--- src/hdl/ext_osc_pkg.sv ---
// Overview of operation
// - bit 7 reads one when oscillator stable in modes 1xx
// - valid flag reads zero in CMOS modes
// - mode codes 00x disable the oscillator
// - 010 CMOS input, 011 CMOS divided
// - 100 RC oscillator, 101 capacitor oscillator
// - 110 crystal, 111 crystal divided by two
// - bit 3 reserved, reads zero, write zero
// - bits 2:0 bias current, all codes passed
package ext_osc_pkg;
    localparam logic [7:0] EXT_OSC_CONTROL_ADDR = 8'hb1;
    localparam logic [7:0] EXT_OSC_CONTROL_RESET = 8'h00;
    localparam int VALID_BIT = 7;
    localparam int MODE_MSB = 6;
    localparam int MODE_LSB = 4;
    localparam int RSVD_BIT = 3;
    localparam int BIAS_MSB = 2;
    localparam int BIAS_LSB = 0;
    localparam logic [2:0] MODE_CMOS = 3'h2;
    localparam logic [2:0] MODE_CMOS_DIV2 = 3'h3;
    localparam logic [2:0] MODE_RC = 3'h4;
    localparam logic [2:0] MODE_CAP = 3'h5;
    localparam logic [2:0] MODE_XTAL = 3'h6;
    localparam logic [2:0] MODE_XTAL_DIV2 = 3'h7;
    typedef enum logic [2:0] {
        OSC_OFF,
        OSC_CMOS,
        OSC_RC,
        OSC_CAP,
        OSC_XTAL
    } osc_kind_t;
endpackage

--- src/hdl/external_oscillator_control.sv ---
`timescale 1ns/1ps
module external_oscillator_control (
    input wire logic clk,
    input wire logic rst_b,
    input wire logic [7:0] sfrAddr,
    input wire logic [7:0] sfrWdata,
    input wire logic sfrWe,
    input wire logic sfrRe,
    output logic [7:0] sfrRdata,
    input wire logic oscStable,
    input wire logic oscIn,
    output logic oscEnable,
    output ext_osc_pkg::osc_kind_t oscKind,
    output logic [2:0] ext_osc_bias_ctrl,
    output logic oscClkOut
);
    import ext_osc_pkg::*;

    logic [2:0] ext_osc_mode_sel;
    logic [2:0] stableSync;
    logic [2:0] inSync;
    logic stableSeen;
    logic inSeen;
    logic ext_clock_valid;
    logic divHalf;
    logic divMode;
    logic inRise;
    osc_kind_t next_oscKind;

    // register writes; reserved bit 3 and bit 7 not stored
    always_ff @(posedge clk or negedge rst_b) begin
        if (!rst_b) begin
            ext_osc_mode_sel <= EXT_OSC_CONTROL_RESET[MODE_MSB:MODE_LSB];
            ext_osc_bias_ctrl <= EXT_OSC_CONTROL_RESET[BIAS_MSB:BIAS_LSB];
        end else if (sfrWe && sfrAddr == EXT_OSC_CONTROL_ADDR) begin
            ext_osc_mode_sel <= sfrWdata[MODE_MSB:MODE_LSB];
            ext_osc_bias_ctrl <= sfrWdata[BIAS_MSB:BIAS_LSB];
        end
    end

    // three-stage synchronisers for pin inputs
    always_ff @(posedge clk or negedge rst_b) begin
        if (!rst_b) begin
            stableSync <= 3'h0;
            inSync <= 3'h0;
            stableSeen <= 1'b0;
            inSeen <= 1'b0;
        end else begin
            stableSync <= {stableSync[1:0], oscStable};
            inSync <= {inSync[1:0], oscIn};
            if (stableSync[1] == stableSync[2]) begin
                stableSeen <= stableSync[2];
            end
            if (inSync[1] == inSync[2]) begin
                inSeen <= inSync[2];
            end
        end
    end

    // mode decode
    always_comb begin
        case (ext_osc_mode_sel)
            MODE_CMOS, MODE_CMOS_DIV2: next_oscKind = OSC_CMOS;
            MODE_RC: next_oscKind = OSC_RC;
            MODE_CAP: next_oscKind = OSC_CAP;
            MODE_XTAL, MODE_XTAL_DIV2: next_oscKind = OSC_XTAL;
            default: next_oscKind = OSC_OFF;
        endcase
    end

    assign divMode = (ext_osc_mode_sel == MODE_CMOS_DIV2) || (ext_osc_mode_sel == MODE_XTAL_DIV2);
    assign inRise = (inSync[1] == inSync[2]) && inSync[2] && !inSeen;
    // valid only in non-CMOS running modes
    assign ext_clock_valid = stableSeen && (next_oscKind != OSC_OFF)
        && (next_oscKind != OSC_CMOS);

    // analogue controls and divided clock
    always_ff @(posedge clk or negedge rst_b) begin
        if (!rst_b) begin
            oscKind <= OSC_OFF;
            oscEnable <= 1'b0;
            divHalf <= 1'b0;
            oscClkOut <= 1'b0;
        end else begin
            oscKind <= next_oscKind;
            oscEnable <= (next_oscKind != OSC_OFF);
            if (next_oscKind == OSC_OFF) begin
                divHalf <= 1'b0;
            end else if (inRise) begin
                divHalf <= !divHalf;
            end
            oscClkOut <= divMode ? divHalf : inSeen;
        end
    end

    // read data; reserved bit reads zero
    always_ff @(posedge clk or negedge rst_b) begin
        if (!rst_b) begin
            sfrRdata <= 8'h00;
        end else if (sfrRe && sfrAddr == EXT_OSC_CONTROL_ADDR) begin
            sfrRdata <= {ext_clock_valid, ext_osc_mode_sel, 1'b0, ext_osc_bias_ctrl};
        end else begin
            sfrRdata <= 8'h00;
        end
    end

    // read side: valid flag, reserved bit, idle level and field readback

    // valid flag never set in either cmos mode
    AST_CMOS_NOT_VALID: assert property (@(posedge clk) disable iff (!rst_b)
        (sfrRe && sfrAddr == EXT_OSC_CONTROL_ADDR && next_oscKind == OSC_CMOS)
        |=> !sfrRdata[VALID_BIT]) else $error("valid flag set in cmos mode");

    // reserved bit never reads as one
    AST_RSVD_ZERO: assert property (@(posedge clk) disable iff (!rst_b)
        !sfrRdata[RSVD_BIT])
        else $error("reserved bit read as one");

    // valid flag low while the stable pin is not seen
    AST_VALID_STABLE: assert property (@(posedge clk) disable iff (!rst_b)
        (sfrRe && sfrAddr == EXT_OSC_CONTROL_ADDR && !stableSeen) |=> !sfrRdata[VALID_BIT])
        else $error("valid without stable");

    // valid flag high when stable in rc, capacitor or crystal mode
    AST_VALID_SET: assert property (@(posedge clk) disable iff (!rst_b)
        (sfrRe && sfrAddr == EXT_OSC_CONTROL_ADDR && stableSeen && ext_osc_mode_sel[2])
        |=> sfrRdata[VALID_BIT]) else $error("valid flag missing");

    // read data is zero outside a register read
    AST_IDLE_READ: assert property (@(posedge clk) disable iff (!rst_b)
        !(sfrRe && sfrAddr == EXT_OSC_CONTROL_ADDR) |=> sfrRdata == 8'h00)
        else $error("read data not idle");

    // bias field reads back what is held
    AST_BIAS_READ: assert property (@(posedge clk) disable iff (!rst_b)
        (sfrRe && sfrAddr == EXT_OSC_CONTROL_ADDR) |=> sfrRdata[2:0] == $past(ext_osc_bias_ctrl))
        else $error("bias readback wrong");

    // mode field reads back what is held
    AST_MODE_READ: assert property (@(posedge clk) disable iff (!rst_b)
        (sfrRe && sfrAddr == EXT_OSC_CONTROL_ADDR)
        |=> sfrRdata[MODE_MSB:MODE_LSB] == $past(ext_osc_mode_sel)) else $error("mode readback wrong");

    // write side: fields land, other addresses leave them alone

    // bias field takes the written code
    AST_WRITE_BIAS: assert property (@(posedge clk) disable iff (!rst_b)
        (sfrWe && sfrAddr == EXT_OSC_CONTROL_ADDR) |=> ext_osc_bias_ctrl == $past(sfrWdata[2:0]))
        else $error("bias not written");

    // mode field takes the written code
    AST_MODE_WRITE: assert property (@(posedge clk) disable iff (!rst_b)
        (sfrWe && sfrAddr == EXT_OSC_CONTROL_ADDR)
        |=> ext_osc_mode_sel == $past(sfrWdata[MODE_MSB:MODE_LSB])) else $error("mode not written");

    // writes to other addresses change nothing
    AST_OTHER_WRITE: assert property (@(posedge clk) disable iff (!rst_b)
        (sfrWe && sfrAddr != EXT_OSC_CONTROL_ADDR)
        |=> $stable(ext_osc_bias_ctrl) && $stable(ext_osc_mode_sel)) else $error("stray write");

    // mode decode onto the analogue controls

    // 00x turns the circuit off
    AST_DISABLE: assert property (@(posedge clk) disable iff (!rst_b)
        (ext_osc_mode_sel[2:1] == 2'b00) |=> !oscEnable)
        else $error("osc not disabled");

    // any other mode turns it on
    AST_ENABLE_ON: assert property (@(posedge clk) disable iff (!rst_b)
        (ext_osc_mode_sel[2:1] != 2'b00) |=> oscEnable)
        else $error("osc not enabled");

    // 00x decodes to off
    AST_OFF_KIND: assert property (@(posedge clk) disable iff (!rst_b)
        (ext_osc_mode_sel[2:1] == 2'b00) |=> oscKind == OSC_OFF)
        else $error("off decode");

    // plain cmos input
    AST_CMOS_PLAIN_KIND: assert property (@(posedge clk) disable iff (!rst_b)
        (ext_osc_mode_sel == MODE_CMOS) |=> oscKind == OSC_CMOS)
        else $error("cmos plain decode");

    // cmos input with the divide stage
    AST_CMOS_KIND: assert property (@(posedge clk) disable iff (!rst_b)
        (ext_osc_mode_sel == MODE_CMOS_DIV2) |=> oscKind == OSC_CMOS)
        else $error("cmos decode");

    // rc oscillator
    AST_RC_KIND: assert property (@(posedge clk) disable iff (!rst_b)
        (ext_osc_mode_sel == MODE_RC) |=> oscKind == OSC_RC)
        else $error("rc decode");

    // capacitor oscillator
    AST_CAP_KIND: assert property (@(posedge clk) disable iff (!rst_b)
        (ext_osc_mode_sel == MODE_CAP) |=> oscKind == OSC_CAP)
        else $error("capacitor decode");

    // crystal, with or without the divide stage
    AST_XTAL_KIND: assert property (@(posedge clk) disable iff (!rst_b)
        (ext_osc_mode_sel[2:1] == 2'b11) |=> oscKind == OSC_XTAL)
        else $error("xtal decode");

    // pin filtering and the divided clock

    // stable pin only counts once two stages agree
    AST_STABLE_FILTER: assert property (@(posedge clk) disable iff (!rst_b)
        (stableSync[2] != stableSync[1]) |=> stableSeen == $past(stableSeen))
        else $error("stable pin glitch passed");

    // oscillator pin only counts once two stages agree
    AST_IN_FILTER: assert property (@(posedge clk) disable iff (!rst_b)
        (inSync[2] != inSync[1]) |=> inSeen == $past(inSeen))
        else $error("oscillator pin glitch passed");

    // divider flips on every accepted rising edge while the circuit is on
    AST_DIV_TOGGLE: assert property (@(posedge clk) disable iff (!rst_b)
        (inRise && next_oscKind != OSC_OFF) |=> divHalf != $past(divHalf))
        else $error("divider missed edge");

    // divider holds between rising edges
    AST_DIV_HOLD: assert property (@(posedge clk) disable iff (!rst_b)
        (!inRise && next_oscKind != OSC_OFF) |=> divHalf == $past(divHalf))
        else $error("divider moved without edge");

    // divider parked low while the circuit is off
    AST_DIV_OFF: assert property (@(posedge clk) disable iff (!rst_b)
        (next_oscKind == OSC_OFF) |=> !divHalf)
        else $error("divider not parked");

    // halved clock goes onward in the divide modes
    AST_DIV_OUT: assert property (@(posedge clk) disable iff (!rst_b)
        divMode |=> oscClkOut == $past(divHalf))
        else $error("divided clock not passed");

    // filtered pin goes onward otherwise
    AST_PASS_OUT: assert property (@(posedge clk) disable iff (!rst_b)
        !divMode |=> oscClkOut == $past(inSeen))
        else $error("undivided clock not passed");

    // main scenarios to be reached
    COV_VALID_READ: cover property (@(posedge clk) disable iff (!rst_b)
        sfrRe && sfrAddr == EXT_OSC_CONTROL_ADDR && ext_clock_valid);
    COV_DIV_XTAL: cover property (@(posedge clk) disable iff (!rst_b)
        ext_osc_mode_sel == MODE_XTAL_DIV2 && inRise);
    COV_CMOS: cover property (@(posedge clk) disable iff (!rst_b)
        next_oscKind == OSC_CMOS && stableSeen);
    COV_DIV_CMOS: cover property (@(posedge clk) disable iff (!rst_b)
        ext_osc_mode_sel == MODE_CMOS_DIV2 && inRise);
    COV_CAP_STABLE: cover property (@(posedge clk) disable iff (!rst_b)
        oscKind == OSC_CAP && stableSeen);
endmodule

--- config.mk ---
export PLATFORM = sky130hd
export DESIGN_NAME = external_oscillator_control
export DESIGN_NICKNAME = d
export VERILOG_FILES = /design/src/hdl/ext_osc_pkg.sv /design/src/hdl/external_oscillator_control.sv
export SDC_FILE = /design/constraint.sdc
export NUM_CORES = 1
export LEC_CHECK = 0
export BUFFER_PORTS_ARGS = -buffer_cell sky130_fd_sc_hd__clkbuf_2
export CAP_MARGIN = 5
export CORE_AREA = 2 2 52 54
export DETAILED_ROUTE_END_ITERATION = 10
export DIE_AREA = 0 0 54 56
export GPL_TIMING_DRIVEN = 0
export PLACE_DENSITY = 0.72
export REMOVE_ABC_BUFFERS = 1
export SLEW_MARGIN = 10
export SYNTH_ARGS = -nofsm -noshare
export SYNTH_HDL_FRONTEND = slang
export SYNTH_SLANG_ARGS = --single-unit
export TNS_END_PERCENT = 10
--- constraint.sdc ---
create_clock -name clk -period 2.2 [get_ports clk]
set_clock_uncertainty 0.05 [all_clocks]
set_input_delay 0.11 -clock clk [delete_from_list [all_inputs] [get_ports clk]]
set_output_delay 0.11 -clock clk [all_outputs]
set_load 0.05 [all_outputs]
# Word level (Yosys, flattened, before mapping)
# Index checks and enable logic that the tools add are counted.
[classes]
n_eq_ne = 10
muxes = 5
reduce_logical = 14
[op_table]
columns = ["operator", "count"]
rows = [
  ["equality test 3 bit (second input constant)", 4],
  ["case mux 3 bit (4 select lines)", 1],
  ["equality test 8 bit (second input constant)", 1],
  ["two-way mux 8 bit", 1],
  ["equality test 3 x 2 -> 1 bit (second input constant)", 2],
  ["logical AND 1 bit", 6],
  ["OR reduction 2 bit", 2],
  ["logical NOT 3 bit", 1],
  ["two-way mux 1 bit", 3],
  ["!= test 3 x 1 -> 1 bit (second input constant)", 1],
  ["nonzero test 3 bit", 1],
  ["equality test 1 bit", 2],
  ["logical NOT 1 bit", 2],
  ["nonzero test 2 bit", 1],
  ["logical OR 1 bit", 1],
]
[word_totals]
regBits = 28
input_bits = 22
out_inout_bits = 16
word_cells = 40

# Longest topological paths before layout
[logic_depth]
ltp_word = 7
ltp_mapped = 4
depth_no_buf = 4

# Worst setup path before layout
# Ideal clock, no wire load.
[synth_path]
kind = "reg-to-reg"
from = "register inSync[1]"
to = "register inSeen"
setup_ns = 0.125
arrival_ns = 0.939
required_ns = 2.025
slack_ns = 1.086
path_stages_with_launch = 3
path_buffers = 0
period_less_slack_ns = 1.114
path_cell_list = "dfrtp_1 ha_1 mux2_2"
[synth_between]
elab_chain_cells = 1
[synth_lines]
columns = ["item", "line", "text"]
rows = [
  ["start, declared", "external_oscillator_control.sv:21", "logic [2:0] inSync;"],
  ["start signal, assigned", "external_oscillator_control.sv:50", "inSync <= {inSync[1:0], oscIn};"],
  ["equality test 1 bit", "external_oscillator_control.sv:54", "if (inSync[1] == inSync[2]) begin"],
  ["end signal, assigned", "external_oscillator_control.sv:55", "inSeen <= inSync[2];"],
  ["end, declared", "external_oscillator_control.sv:23", "logic inSeen;"],
]
# Every way passes these cells.
# A chain may end at the register's enable or synchronous reset.

# Worst setup path in the final report
# Ends and elaborated chain as after synthesis.

==> summary.txt <==
Floorplanning
  • Die H: 56 um
  • Die extent in x: 54 um
  • Starting density of the core: 39.09%
  • Rows: 18
  • Area of the core: 0.002432 mm2
  • Die Area: 0.003024 mm2
  • Boundary pin count: 38

Route
  • Wire length per cell: 10.70 um
  • DR vias: 584
  • Routed vias/inst: 4.326
  • 1st-pass router iterations: 3
  • DRC violations left: 0
  • First DRT Iteration DRCs: 2
  • Antenna-violating nets left: 0
  • Routed WL: 1.445 mm

Power
  • Pwr Density: 657.4 mW/mm2
  • Max VDD drop: 0.4048 mV
  • Leakage power: 0.6741 nW
  • Tot Pwr: 0.8341 mW

Global route
  • Largest net degree at the start of global routing: 28
  • Initial antenna violation count: 0
  • GRT overflow: 0
  • Vias in the first global route: 583
  • First-pass GRT wire length: 2.339 mm
  • GRT Total Usage: 10.56%

Final layout
  • Design Area, Final: 0.001269 mm2
  • Area grow syn2layout: 33.42%
  • Share of layout cells above drive strength 1: 48.57%
  • Nets@finish: 129
  • Commonest non-fill, non-tap cell in the layout: clkbuf_2
  • Most frequent cells in the layout: 34 x clkbuf_2, 27 x dfrtp_1, 9 x dlygate4sd3_1
  • Final non-filler cell total: 135
  • Final core area utilization: 52.16%
  • # diodes: 0

Placement
  • Post-DP HPWL: 1.113 mm
  • PortBufs: 34
  • Placed instance count: 122
  • RD Place Congestion: 0.6791
  • Placed inst area: 0.001151 mm2
  • Worst slack at placement: 1.059 ns

Yosys
  • Synth Instances: 59
  • Area leader, netlist: dfrtp_1
  • Post-synth top area share: 71.05%
  • Top post-synthesis cells by area: dfrtp_1 71%, mux2_2 9.5%, and2_1 5.3%, and4bb_2 2.6%, nand3_4 1.8%
  • Register bit total from synthesis: 27
  • Main combinational cell family by area after synthesis: simple AND/OR/NAND/NOR gates
  • Compound-cell area share of the yosys netlist: 0%
  • Synth Cell Area: 950.9 um2
  • Syn_area_per_cell: 16.12 um2
  • Synth cell types: 17
  • Area share of fa/ha/maj cells after synthesis: 2.368%
  • Simple-Gate Fraction of Synth Area: 13.95%
  • Mux cell area share after synthesis: 10.53%
  • Synth Warn #: 0
  • Register area share after synthesis: 71.05%
  • Synth Area in XOR/XNOR: 0.9211%

STA
  • PnR worst setup slack: 1.040 ns
  • Worst slew pin tran: 0.6111 ns
  • Setup Viol. Count Final: 0
  • Final TNS setup: 0 ns
  • Worst slew margin: 59.26%
  • Final Max Tran Viols: 0
  • Min Hold Slack: 0.1145 ns
  • Final hold vios: 0
  • Max Fclk: 861.8 MHz
  • Period minus WS final: 1.160 ns
  • RSZ-0062 raised after global routing: no
  • Final period util: 52.74%

Worst setup path
  • CP Capture Type: flop
  • Delay-heaviest family, CP: flip-flops
  • Slowest CP cell: dfrtp_1
  • Worst EP required: 2.37 ns
  • Startpoint Class: flop
  • Arrival @ worst endpoint: 1.33 ns
  • Kind of critical path: flop to flop
  • Worst-path fanout max: 2
  • Crit-path max cell delay: 0.41 ns
  • Cell Chain, Critical Path: ha_1 -> mux2_2
  • Worst path bufs/invs: 0

Clock tree
  • CTS tree: yes
  • Post-cts resize count: 0
  • Clock transition at the registers of the reported paths: 0.14 ns
  • Clock Root Buffer: clkbuf_4
  • Cts bufs inserted: 3
  • CTS max path bufs: 2
  • H-tree Lvls: 1
  • Clk_lat worst skew: 0.31 ns
  • Clk sinks: 27
  • Post-CTS Setup Inserts: 0

Status
  • Status: finished, final reports clean

Run
  • MaxCap Viol Count: 0

Worst hold path
  • Worst hold path class: primary input to flop
## flip-flops by register name (all words and copies together) (netlist names), 3 cells and up
name,count
inSync,3
ext_osc_bias_ctrl,3
ext_osc_mode_sel,3
stableSync,3
oscKind,3
sfrRdata,7
## path summary, 6_finish.rpt
path                           start                   to  slack (ns)  cells past startpoint
min reg2reg                inSync[0]            inSync[1]        0.32                      0
max                        inSync[1]               inSeen        1.04                      2
max reg2reg                inSync[1]               inSeen        1.04                      2
min                            sfrWe  ext_osc_mode_sel[0]        0.11                      3
max in group asynchronous      rst_b          sfrRdata[7]        1.43                      2
min in group asynchronous      rst_b           oscKind[2]        0.27                      2
## what timing repair did
action,in CTS,in global routing
endpoints found under the hold margin,35,0
hold buffers,9,0
setup endpoints to repair,0,0
## power by group
group          leakage (nW)  internal, mW  switching (mW)  total (mW)
clock network        0.0177        0.0679           0.131       0.199
logic                 0.302        0.0443          0.0612       0.106
registers             0.355         0.518          0.0120       0.530
## cells by family (layout without fill, tap and decap cells)
| family | after synthesis | count (layout) |
|---|---|---|
| flops | 27 | 27 |
| other cells | 1 | 1 |
| mux | 9 | 9 |
| xor+xnor | 1 | 1 |
| fa+ha+maj | 2 | 2 |
| simple gates | 18 | 18 |
| buf+inv | 1 | 47 |
## Yosys cell counts, drive strengths merged
master  count
conb        1
nand2       2
and4bb      2
nand3       1
buf         1
and3        2
ha          1
dfrtp      27
mux2        8
or2         1
mux2i       1
and2        8
maj3        1
xnor2       1
nand2b      1
nor2b       1
## per-layer routing
| metal | GRT usage, % | routed length, um |
|---|---|---|
| met2 | 17.77 | 712 |
| met3 | 3.226 | 87 |
| met5 | 0 | 0 |
| met1 | 12.06 | 633 |
| met4 | 4.286 | 11 |
## tightest hold or removal path, cell delays in order
cell and delay, ns:
clkbuf_2 0.10, nand3_4 0.09, mux2_2 0.16
## cell type report
cell class | instances | area [um2]
Timing Repair Buffer | 43 | 260.3
Clock buffer | 3 | 22.52
Sequential cell | 27 | 675.6
Multi-Input combinational cell | 31 | 267.8
Fill cell | 211 | 1164
Tap cell | 30 | 37.54
Clock inverter | 1 | 5.005
No activity file was read; power rests on OpenSTA's default activity.
